[config.mk]
export PLATFORM = sky130hd
export DESIGN_NAME = ocf_compare_force
export DESIGN_NICKNAME = d
export VERILOG_FILES = /design/src/ocf_pkg.sv /design/src/ocf_pin_action.sv /design/src/ocf_compare_force.sv
export SDC_FILE = /design/constraint.sdc
export NUM_CORES = 1
export LEC_CHECK = 0
export BUFFER_PORTS_ARGS = -buffer_cell sky130_fd_sc_hd__buf_2
export CORE_UTILIZATION = 55
export CTS_BUF_LIST = sky130_fd_sc_hd__clkbuf_16
export DETAILED_ROUTE_END_ITERATION = 8
export PLACE_DENSITY = 0.81
export SLEW_MARGIN = 30
export SYNTH_ARGS = -nofsm -noshare
export SYNTH_HDL_FRONTEND = slang
export SYNTH_HIERARCHICAL = 1
export SYNTH_SLANG_ARGS = --single-unit
[constraint.sdc]
create_clock -name pclk -period 2.07 [get_ports pclk]
set_input_delay 0.207 -clock pclk [delete_from_list [all_inputs] [get_ports pclk]]
set_output_delay 0.207 -clock pclk [all_outputs]
set_load 0.01 [all_outputs]
[src/ocf_pkg.sv]
// Package: register map, reset values and action codes for the compare force block
package ocf_pkg;

    localparam int          NUM_CH         = 8;
    localparam int          CH7            = 7;

    // Printed offsets are register indices; byte address is four times the index
    localparam logic [7:0]  IDX_FORCE      = 8'h01;
    localparam logic [7:0]  IDX_MASK       = 8'h02;
    localparam logic [7:0]  IDX_DATA       = 8'h03;
    localparam logic [7:0]  IDX_MODE       = 8'h04;
    localparam logic [7:0]  IDX_DISC       = 8'h05;
    localparam logic [7:0]  IDX_TOVSEL     = 8'h06;
    localparam logic [7:0]  IDX_ACTION_LO  = 8'h07;
    localparam logic [7:0]  IDX_ACTION_HI  = 8'h08;
    localparam logic [7:0]  IDX_FLAGS      = 8'h09;
    localparam logic [7:0]  IDX_PORT       = 8'h0A;

    localparam logic [7:0]  RST_MASK       = 8'h00;
    localparam logic [7:0]  RST_DATA       = 8'h00;
    localparam logic [7:0]  RST_REG8       = 8'h00;
    localparam logic [15:0] RST_ACTION     = 16'h0000;
    localparam logic [7:0]  FORCE_READ     = 8'h00;
    localparam logic [31:0] UNMAPPED_READ  = 32'h00000000;

    // Two-bit compare action per channel
    localparam logic [1:0]  ACT_NONE       = 2'h0;
    localparam logic [1:0]  ACT_TOGGLE     = 2'h1;
    localparam logic [1:0]  ACT_CLEAR      = 2'h2;
    localparam logic [1:0]  ACT_SET        = 2'h3;

endpackage

[src/ocf_pin_action.sv]
// Module: one channel's compare pin action evaluator
`timescale 1ns/1ps
module ocf_pin_action (
    input  wire logic [1:0] action,
    input  wire logic       cur,
    input  wire logic       fire,
    output logic            nxt
);

    always_comb begin
        nxt = cur;
        if (fire) begin
            case (action)
                ocf_pkg::ACT_TOGGLE: nxt = ~cur;
                ocf_pkg::ACT_CLEAR:  nxt = 1'b0;
                ocf_pkg::ACT_SET:    nxt = 1'b1;
                default:             nxt = cur;
            endcase
        end
    end

endmodule

[src/ocf_compare_force.sv]
// Module: compare force, channel 7 override and port data with an APB slave
//
// Notes on behaviour
// - Reading the compare force register always returns zero.
// - Writing one to a force bit fires that channel's compare pin action if its mode bit selects output compare.
// - Forced action drives the pin like a match but never sets the flag.
// - A channel 7 event overrides compares on channels 6 to 0.
// - Force and match together: force action wins, flag stays clear.
// - On channel 7 event, masked pins take the channel 7 data bit.
// - Data reaches a pin only in compare mode and not disconnected.
// - Channel 7 event copies masked data bits into the port data register.
// - Mode bit one selects output compare, zero selects input capture.
`timescale 1ns/1ps
module ocf_compare_force #(
    parameter int ADDR_W = 12
) (
    input  wire logic              pclk,
    input  wire logic              presetn,
    input  wire logic              psel,
    input  wire logic              penable,
    input  wire logic              pwrite,
    input  wire logic [ADDR_W-1:0] paddr,
    input  wire logic [31:0]       pwdata,
    input  wire logic [3:0]        pstrb,
    output logic [31:0]            prdata,
    output logic                   pready,
    output logic                   pslverr,
    input  wire logic [7:0]        compare_match,
    input  wire logic              counter_overflow,
    output logic [7:0]             pin_out,
    output logic [7:0]             pin_oe,
    output logic [7:0]             compare_flag
);

    ////////////////////////////////////////////////////////////////////////////
    // Register state

    logic [7:0]  ch7_compare_mask_reg,       ch7_compare_mask_next;
    logic [7:0]  ch7_compare_data_reg,       ch7_compare_data_next;
    logic [7:0]  channel_mode_select_reg,    channel_mode_select_next;
    logic [7:0]  output_disconnect_reg,      output_disconnect_next;
    logic [7:0]  overflow_toggle_select_reg, overflow_toggle_select_next;
    logic [15:0] action_reg,                 action_next;
    logic [7:0]  flag_reg,                   flag_next;
    logic [7:0]  port_reg,                   port_next;
    logic [7:0]  force_bit_reg,              force_bit_next;
    logic [31:0] prdata_reg,                 prdata_next;
    logic        pready_reg,                 pready_next;
    logic        pslverr_reg,                pslverr_next;

    ////////////////////////////////////////////////////////////////////////////
    // APB decode

    // Word index match; a byte offset inside a word is refused
    function automatic logic hit(input logic [ADDR_W-1:0] a, input logic [7:0] idx);
        hit = (a[ADDR_W-1:2] == (ADDR_W-2)'(idx)) && (a[1:0] == 2'h0);
    endfunction

    logic        access;
    logic        wr;
    logic        known;
    logic [31:0] rd_val;

    // Taken once, in the first access cycle; the answer stands in the next one
    always_comb begin
        access = psel && penable && !pready_reg;
        // Every register sits in byte lane 0, so only that strobe enables a write
        wr     = access && pwrite && pstrb[0];
        known  = 1'b1;
        rd_val = ocf_pkg::UNMAPPED_READ;
        if (hit(paddr, ocf_pkg::IDX_FORCE)) begin
            rd_val = {24'h000000, ocf_pkg::FORCE_READ};
        end else if (hit(paddr, ocf_pkg::IDX_MASK)) begin
            rd_val = {24'h000000, ch7_compare_mask_reg};
        end else if (hit(paddr, ocf_pkg::IDX_DATA)) begin
            rd_val = {24'h000000, ch7_compare_data_reg};
        end else if (hit(paddr, ocf_pkg::IDX_MODE)) begin
            rd_val = {24'h000000, channel_mode_select_reg};
        end else if (hit(paddr, ocf_pkg::IDX_DISC)) begin
            rd_val = {24'h000000, output_disconnect_reg};
        end else if (hit(paddr, ocf_pkg::IDX_TOVSEL)) begin
            rd_val = {24'h000000, overflow_toggle_select_reg};
        end else if (hit(paddr, ocf_pkg::IDX_ACTION_LO)) begin
            rd_val = {24'h000000, action_reg[7:0]};
        end else if (hit(paddr, ocf_pkg::IDX_ACTION_HI)) begin
            rd_val = {24'h000000, action_reg[15:8]};
        end else if (hit(paddr, ocf_pkg::IDX_FLAGS)) begin
            rd_val = {24'h000000, flag_reg};
        end else if (hit(paddr, ocf_pkg::IDX_PORT)) begin
            rd_val = {24'h000000, port_reg};
        end else begin
            known  = 1'b0;
        end
    end

    ////////////////////////////////////////////////////////////////////////////
    // Compare events and pin actions

    logic       ch7_event;
    logic [7:0] ch7_route;
    logic [7:0] fire;
    logic [7:0] act_pin;
    logic [7:0] tgt;

    // Channel 7 event: its own match, or overflow with the toggle select set
    always_comb begin
        ch7_event = (compare_match[ocf_pkg::CH7] && channel_mode_select_reg[ocf_pkg::CH7])
                    || (counter_overflow && overflow_toggle_select_reg[ocf_pkg::CH7]);
        // Only mask bits of output compare channels that are still connected
        ch7_route = ch7_compare_mask_reg & channel_mode_select_reg
                    & ~output_disconnect_reg;
        fire      = (compare_match | force_bit_reg) & channel_mode_select_reg;
    end

    genvar g;
    generate
        for (g = 0; g < ocf_pkg::NUM_CH; g++) begin : g_ch
            ocf_pin_action u_act (
                .action (action_reg[2*g+1:2*g]),
                .cur    (port_reg[g]),
                .fire   (fire[g]),
                .nxt    (act_pin[g])
            );
        end
    endgenerate

    // Routed pins take the data bit; other low channels hold on a channel 7 event
    always_comb begin
        tgt = act_pin;
        for (int i = 0; i < ocf_pkg::NUM_CH; i++) begin
            if (ch7_event && ch7_route[i]) begin
                tgt[i] = ch7_compare_data_reg[i];
            end else if (ch7_event && i != ocf_pkg::CH7) begin
                tgt[i] = port_reg[i];
            end
        end
    end

    ////////////////////////////////////////////////////////////////////////////
    // Channel 7 override registers

    always_comb begin
        ch7_compare_mask_next = ch7_compare_mask_reg;
        ch7_compare_data_next = ch7_compare_data_reg;
        if (wr && hit(paddr, ocf_pkg::IDX_MASK)) begin
            ch7_compare_mask_next = pwdata[7:0];
        end else if (wr && hit(paddr, ocf_pkg::IDX_DATA)) begin
            ch7_compare_data_next = pwdata[7:0];
        end
    end

    // The data register has no defined start value; it starts cleared
    always_ff @(posedge pclk or negedge presetn) begin
        if (!presetn) begin
            ch7_compare_mask_reg <= ocf_pkg::RST_MASK;
            ch7_compare_data_reg <= ocf_pkg::RST_DATA;
        end else begin
            ch7_compare_mask_reg <= ch7_compare_mask_next;
            ch7_compare_data_reg <= ch7_compare_data_next;
        end
    end

    ////////////////////////////////////////////////////////////////////////////
    // Channel setup registers

    always_comb begin
        channel_mode_select_next    = channel_mode_select_reg;
        output_disconnect_next      = output_disconnect_reg;
        overflow_toggle_select_next = overflow_toggle_select_reg;
        action_next                 = action_reg;
        if (wr) begin
            if (hit(paddr, ocf_pkg::IDX_MODE)) begin
                channel_mode_select_next = pwdata[7:0];
            end else if (hit(paddr, ocf_pkg::IDX_DISC)) begin
                output_disconnect_next = pwdata[7:0];
            end else if (hit(paddr, ocf_pkg::IDX_TOVSEL)) begin
                overflow_toggle_select_next = pwdata[7:0];
            end else if (hit(paddr, ocf_pkg::IDX_ACTION_LO)) begin
                action_next[7:0] = pwdata[7:0];
            end else if (hit(paddr, ocf_pkg::IDX_ACTION_HI)) begin
                action_next[15:8] = pwdata[7:0];
            end
        end
    end

    always_ff @(posedge pclk or negedge presetn) begin
        if (!presetn) begin
            channel_mode_select_reg    <= ocf_pkg::RST_REG8;
            output_disconnect_reg      <= ocf_pkg::RST_REG8;
            overflow_toggle_select_reg <= ocf_pkg::RST_REG8;
            action_reg                 <= ocf_pkg::RST_ACTION;
        end else begin
            channel_mode_select_reg    <= channel_mode_select_next;
            output_disconnect_reg      <= output_disconnect_next;
            overflow_toggle_select_reg <= overflow_toggle_select_next;
            action_reg                 <= action_next;
        end
    end

    ////////////////////////////////////////////////////////////////////////////
    // Force pulse

    // Lives for one cycle only, so a later read has nothing to return
    always_comb begin
        force_bit_next = 8'h00;
        if (wr && hit(paddr, ocf_pkg::IDX_FORCE)) begin
            force_bit_next = pwdata[7:0];
        end
    end

    always_ff @(posedge pclk or negedge presetn) begin
        if (!presetn) begin
            force_bit_reg <= ocf_pkg::RST_REG8;
        end else begin
            force_bit_reg <= force_bit_next;
        end
    end

    ////////////////////////////////////////////////////////////////////////////
    // Compare flags

    always_comb begin
        flag_next = flag_reg;
        if (wr && hit(paddr, ocf_pkg::IDX_FLAGS)) begin
            flag_next = flag_reg & ~pwdata[7:0];
        end
        // Match sets the flag unless forced in the same cycle; set beats clear
        flag_next = flag_next
                    | (compare_match & channel_mode_select_reg & ~force_bit_reg);
    end

    always_ff @(posedge pclk or negedge presetn) begin
        if (!presetn) begin
            flag_reg <= ocf_pkg::RST_REG8;
        end else begin
            flag_reg <= flag_next;
        end
    end

    ////////////////////////////////////////////////////////////////////////////
    // Timer port data

    // Follows the pin actions every cycle; software only reads it
    always_comb begin
        port_next = tgt;
    end

    always_ff @(posedge pclk or negedge presetn) begin
        if (!presetn) begin
            port_reg <= ocf_pkg::RST_REG8;
        end else begin
            port_reg <= port_next;
        end
    end

    ////////////////////////////////////////////////////////////////////////////
    // Bus response

    // Read data holds until the next read; the error marks unmapped words and byte offsets inside a word
    always_comb begin
        pready_next  = access;
        pslverr_next = access && !known;
        prdata_next  = prdata_reg;
        if (access && !pwrite) begin
            prdata_next = rd_val;
        end
    end

    always_ff @(posedge pclk or negedge presetn) begin
        if (!presetn) begin
            prdata_reg  <= ocf_pkg::UNMAPPED_READ;
            pready_reg  <= 1'b0;
            pslverr_reg <= 1'b0;
        end else begin
            prdata_reg  <= prdata_next;
            pready_reg  <= pready_next;
            pslverr_reg <= pslverr_next;
        end
    end

    ////////////////////////////////////////////////////////////////////////////
    // Outputs

    logic [7:0] oe_reg, oe_next;

    always_comb begin
        oe_next = channel_mode_select_next & ~output_disconnect_next;
    end

    always_ff @(posedge pclk or negedge presetn) begin
        if (!presetn) begin
            oe_reg <= ocf_pkg::RST_REG8;
        end else begin
            oe_reg <= oe_next;
        end
    end

    assign prdata       = prdata_reg;
    assign pready       = pready_reg;
    assign pslverr      = pslverr_reg;
    assign pin_out      = port_reg;
    assign pin_oe       = oe_reg;
    assign compare_flag = flag_reg;

endmodule

# Word-level counts from Yosys, hierarchy flattened
# Cells that the tools add are included.
dict set report op_classes {
  eq_ne 41
  mux 58
  bitwise 26
  n_reduce_logical 63
}
# operator n
set op_table {}
lappend op_table {{two-way mux 8 bit} 16}
lappend op_table {{AND 8 bit} 7}
lappend op_table {{== test 10 x 3 -> 1 bit, second input constant} 4}
lappend op_table {{two-way mux 1 bit} 33}
lappend op_table {{== test 2 bit, second input constant} 16}
lappend op_table {{two-way mux 32 bit} 1}
lappend op_table {{NOT 8 bit} 4}
lappend op_table {{nonzero test 4 bit} 8}
lappend op_table {{== test 10 x 4 -> 1 bit, second input constant} 3}
lappend op_table {{logical AND 1 bit} 30}
lappend op_table {{one-hot mux 1 bit (3 select lines)} 8}
lappend op_table {{AND reduction 3 bit} 7}
lappend op_table {{== test 10 x 2 -> 1 bit, second input constant} 2}
lappend op_table {{== test 2 x 1 -> 1 bit, second input constant} 8}
lappend op_table {{OR 8 bit} 2}
lappend op_table {{nonzero test 2 bit} 8}
lappend op_table {{inequality test 2 x 1 -> 1 bit, second input constant} 7}
lappend op_table {{NOT 1 bit} 13}
lappend op_table {{== test 10 x 1 -> 1 bit, second input constant} 1}
lappend op_table {{AND reduction 6 bit} 1}
lappend op_table {{AND reduction 5 bit} 1}
lappend op_table {{AND reduction 2 bit} 2}
lappend op_table {{AND reduction 4 bit} 1}
lappend op_table {{logical NOT 1 bit} 3}
lappend op_table {{2 further kinds} 2}
dict set report totals {
  ff_bits 122
  in_bits 62
  elab_cells 209
}

# Logic depth before layout (Yosys ltp)
dict set report depth {
  word_depth 14
  ltp_mapped 7
}

# Modules after synthesis
# The synthesis kept the hierarchy.
# mod instances cells_per_inst area_per_inst_um2 seq_area_each_um2
set by_module_without_submodules {}
lappend by_module_without_submodules {ocf_compare_force 1 454 5132.4 2452.4}
lappend by_module_without_submodules {ocf_pin_action 8 3 25.0 0.0}

# Worst setup path before layout
# Ideal clock, no wire load.
dict set report synth_timing {
  path_type {register -> register}
  from {register pready_reg, in the netlist pready}
  to {register overflow_toggle_select_reg[0]}
  setup_time_ns 0.125
  t_arrival_ns 1.757
  t_required_ns 1.945
  slack_ns 0.188
  path_stages_with_launch 6
  path_buffers 1
  period_less_slack_ns 1.882
  path_cell_list {dfrtp_1 > nand3b_1 > nor2_1 > buf_6 > nand3_4 > mux2_4}
}
dict set report synth_between {
  elab_chain_cells 5
}
# element line_no
set synth_rtl {}
lappend synth_rtl {{start: declaration} ocf_compare_force.sv:48} ;# logic pready_reg, pready_next;
lappend synth_rtl {{start signal: assignment} ocf_compare_force.sv:276} ;# pready_reg <= pready_next;
lappend synth_rtl {{logical NOT 1 bit} ocf_compare_force.sv:66} ;# access = psel && penable && !pready_reg;
lappend synth_rtl {{logical AND 1 bit} ocf_compare_force.sv:66}
lappend synth_rtl {{logical AND 1 bit (2 in a row)} ocf_compare_force.sv:68} ;# wr = access && pwrite && pstrb[0];
lappend synth_rtl {{AND reduction 4 bit (no source line)} -}
lappend synth_rtl {{end signal: assignment} ocf_compare_force.sv:190} ;# overflow_toggle_select_reg <= ocf_pkg::RST_REG8;
lappend synth_rtl {{end signal: assignment} ocf_compare_force.sv:195} ;# overflow_toggle_select_reg <= overflow_toggle_select_next;
lappend synth_rtl {{end: declaration} ocf_compare_force.sv:42} ;# logic [7:0] overflow_toggle_select_reg, overflow_toggle_select_next;
# No other way between the ends.
# A chain may end at the register's enable or synchronous reset.

# Worst setup path after layout
dict set report layout_timing {
  from {register pready_reg, in the netlist pready}
  to {register action_reg[13]}
}
dict set report layout_between {
  elab_chain_cells 5
}
# element line_no
set layout_rtl {}
lappend layout_rtl {{logical NOT 1 bit} ocf_compare_force.sv:66}
lappend layout_rtl {{logical AND 1 bit} ocf_compare_force.sv:66}
lappend layout_rtl {{logical AND 1 bit (2 in a row)} ocf_compare_force.sv:68}
lappend layout_rtl {{AND reduction 6 bit (no source line)} -}
lappend layout_rtl {{end signal: assignment} ocf_compare_force.sv:191} ;# action_reg <= ocf_pkg::RST_ACTION;
lappend layout_rtl {{end signal: assignment} ocf_compare_force.sv:196} ;# action_reg <= action_next;
lappend layout_rtl {{end: declaration} ocf_compare_force.sv:43} ;# logic [15:0] action_reg, action_next;
# No other way between the ends.

==> results.py <==
metrics = {
    "outcome": {
        "status": "finished, final reports clean",
    },
    "logic_synthesis": {
        "muxShareOfSynthArea_pct": 16.1,
        "synthXorXnorAreaFrac_pct": 0,
        "ys_ff_latch": 98,
        "synth_top_family_by_area": "simple AND/OR/NAND/NOR gates",
        "ys_async_sr_fraction_pct": 100,
        "yosys.area_share.simple_pct": 16.4,
        "synth-compound-area-share_pct": 15.3,
        "yosysSeqAreaShare_pct": 46.0,
        "synthFlopType": "dfrtp_1",
        "yosysWarnings": 6,
        "yosysUniqueCellTypes": 55,
        "synth_fa_ha_area_share_pct": 0,
        "syn_area_um2": 5330,
        "synth_area_per_cell_um2": 11.2,
        "synth-edff-count": 0,
        "postSynthCellCount": 478,
    },
    "finish": {
        "fillerInstances": 717,
        "largest_reg_flops": 16,
        "drive_gt1_share_pct": 30.8,
        "syn2layout_area_growth_pct": 16.1,
        "n_antenna_cell": 0,
        "final_util_pct": 66.4,
        "layout.nets": 619,
    },
    "timing": {
        "setup_tns_ps": 0,
        "drv_slew": 0,
        "setup_violations": 0,
        "rsz0062_at_grt": "no",
        "finalCritPeriodShare_pct": 88.0,
        "hold_viol_final": 0,
        "fin_crit_ps": 1820,
        "finClkSkew_ps": 5.20,
        "fmax_ghz": 0.549,
    },
    "clock_tree": {
        "htree_num_levels": 3,
        "root_buffer": "clkbuf_16",
        "clk_path_buf_depth": 2,
        "post_cts_buffers": 0,
        "clk_pin_slew_worst_paths_ps": 70,
        "clk-insertion-delay-late_ps": 340,
        "cts_tree": "built",
        "cts_made_buffers": 9,
        "clock_sinks": 98,
    },
    "critical_path": {
        "cpPeakStageDelay_ps": 420,
        "crit_path_end_kind": "flip-flop",
        "crit_chain": "nand3b_1, nor2_1, buf_12, nand3_2, mux2_2",
        "startpoint": "pready$_DFF_PN0_",
        "cp-start-kind": "flip-flop",
        "r2r_slack_ps": 250,
        "critPathSlowestCell": "dfrtp_1",
        "crit_family": "simple AND/OR/NAND/NOR gates",
        "cp.required_ps": 2300,
        "path_class": "reg2reg",
        "crit_buf_inv": 1,
        "critPathMaxFanout": 13,
        "rr_startpoint": "pready$_DFF_PN0_",
        "crit_arrival_ps": 2050,
    },
    "die": {
        "start_util_pct": 57.2,
        "core_um2": 9330,
        "die_h_um": 100,
        "dieWidth_um": 100,
        "row_count": 35,
        "io_pins": 120,
        "die_area_um2": 10100,
    },
    "place": {
        "dp_hpwl_mm": 10.1,
        "io_buffers": 68,
        "finalWeightedCongestion": 0.969,
    },
    "pwr": {
        "clkPwrFrac_pct": 44.9,
        "power_density_nw_per_um2": 646,
        "comb_power_share_pct": 7.0,
        "p_sw_uw": 930,
        "p_leak_uw": 0.00319,
        "intPower_uw": 3070,
        "switching_share_pct": 23.3,
        "vdd_drop_max_mv": 0.340,
        "power_frac_seq_pct": 48.2,
    },
    "detailed_routing": {
        "drc": 0,
        "vias_per_cell": 6.24,
        "vias": 4309,
        "routed_wirelength_mm": 14.2,
        "post_drt_wl_per_cell_um": 20.5,
        "first_iter_violations": 296,
        "drtAntennaViolNets": 0,
        "dr.pass1.iters": 4,
    },
    "global_route": {
        "grt_antenna_before_repair": 0,
        "grt_max_degree": 58,
        "grt_pass1_vias": 4227,
        "grt_overflow_total": 0,
        "track_usage_pct": 30.0,
        "grt_pass1_wl_mm": 22.7,
    },
    "worst_hold_path": {
        "hp-class": "in2reg",
        "worstHoldStart": "compare_match[3]",
    },
    "job": {
        "maxCapViolCount": 0,
    },
}
==> power by group through the flow <==
stage,logic (µW),registers (µW),clock network (µW)
2_1_floorplan,146,1960,0
3_3_place_gp,268,1960,0
3_5_place_dp,272,1960,0
4_1_cts,276,1930,1800
5_1_grt,304,1930,1880
6_report,278,1930,1790
==> stage by stage <==
stage	area, µm²	total power [µW]	worst slack (ps)	hold slack [ps]	cells
after floorplan	5420	2110	188	-88.6	501
after global placement	5860	2230	163	93.7	674
after detailed placement	5860	2240	133	99.2	674
after CTS	6190	4000	240	124	691
after global routing	6190	4110	153	135	691
final	6190	4000	248	125	691
==> final timing paths <==
check                                              to  depth (start not counted)
min reg2reg                 compare_flag[4]$_DFF_PN0_                          1
min in group asynchronous   compare_flag[2]$_DFF_PN0_                          2
max                        action_reg[13]$_DFFE_PN0P_                          5
max reg2reg                action_reg[13]$_DFFE_PN0P_                          5
min                         compare_flag[3]$_DFF_PN0_                          3
max in group asynchronous         pin_oe[6]$_DFF_PN0_                          3
==> worst min-delay path, stage by stage <==
cell and delay [ps]:
buf_2 100, nand2_1 60, o2bb2ai_1 60
==> placed cells by master (no fill, tap or decap), types with 9 or more instances in the layout <==
| master | count |
|---|---|
| and3_1 | 20 |
| o2bb2ai_1 | 10 |
| mux2_2 | 40 |
| o31ai_1 | 15 |
| buf_4 | 23 |
| a21oi_1 | 16 |
| nand4_1 | 13 |
| nor2b_1 | 14 |
| conb_1 | 24 |
| buf_2 | 67 |
| nor2_1 | 21 |
| mux2i_1 | 20 |
| a21o_1 | 9 |
| nand2_1 | 24 |
| o21ai_0 | 9 |
| dfrtp_1 | 98 |
| clkbuf_16 | 9 |
| nand3_1 | 11 |
==> metal layers <==
metal  routed length [µm]  vias to the layer above  global-route usage, %
li1                     -                     1910                      -
met4                  399                        0                   15.1
met1                 6090                     2125                   42.6
met3                 1170                       38                   4.85
met5                    0                        -                      0
met2                 6530                      236                   44.7
==> repair_timing <==
item,4_1_cts,5_1_grt
gates resized for setup,0,0
hold endpoints to repair,16,0
hold buffers,1,0
==> layout make-up <==
class                      count  area (µm²)  share of cell area (%)
clock buffer                   9         225                    3.64
sequential                    98        2450                    39.6
inverter                       4        15.0                   0.243
tap                          129         161                    2.61
multi-input combinational    350        2670                    43.0
clock inverter                 7        93.8                    1.52
timing repair buffer          94         578                    9.34
==> cells in the mapped netlist, types with 2 or more instances <==
library cell / number / share of area, %
dfrtp_1: 98 / 46
mux2_2: 40 / 8.4
buf_4: 27 / 3.8
nand2_1: 24 / 1.7
nor2_1: 21 / 1.5
and3_1: 20 / 2.3
mux2i_1: 20 / 3.8
a21oi_1: 16 / 1.5
o31ai_1: 15 / 2.1
nor2b_1: 14 / 1.6
clkbuf_1: 13 / 0.92
nand4_1: 13 / 1.5
nand3_1: 11 / 1.0
o2bb2ai_1: 10 / 1.6
a21o_1: 9 / 1.3
o21ai_0: 9 / 0.84
a221oi_1: 8 / 1.3
a22o_1: 8 / 1.3
a31oi_1: 8 / 0.94
mux2_1: 8 / 1.7
mux2_4: 8 / 2.3
o21a_1: 8 / 1.1
nand3b_1: 7 / 0.99
buf_2: 5 / 0.47
o211ai_1: 5 / 0.70
inv_1: 4 / 0.28
nand2b_1: 4 / 0.47
o2111ai_1: 4 / 0.66
a22oi_1: 3 / 0.42
nand4b_1: 3 / 0.49
a221oi_2: 2 / 0.56
a32oi_1: 2 / 0.33
and4_1: 2 / 0.33
buf_1: 2 / 0.14
buf_6: 2 / 0.42
nand3_4: 2 / 0.66
nand4_4: 2 / 0.80
nor3_1: 2 / 0.19
o22ai_1: 2 / 0.23
or3_1: 2 / 0.23
==> cell families after synthesis <==
logic type / Yosys count
flops: 98
buf+inv: 53
other cells: 1
simple gates: 139
mux: 76
compound gates: 111
(Power assumes the default switching activity.)
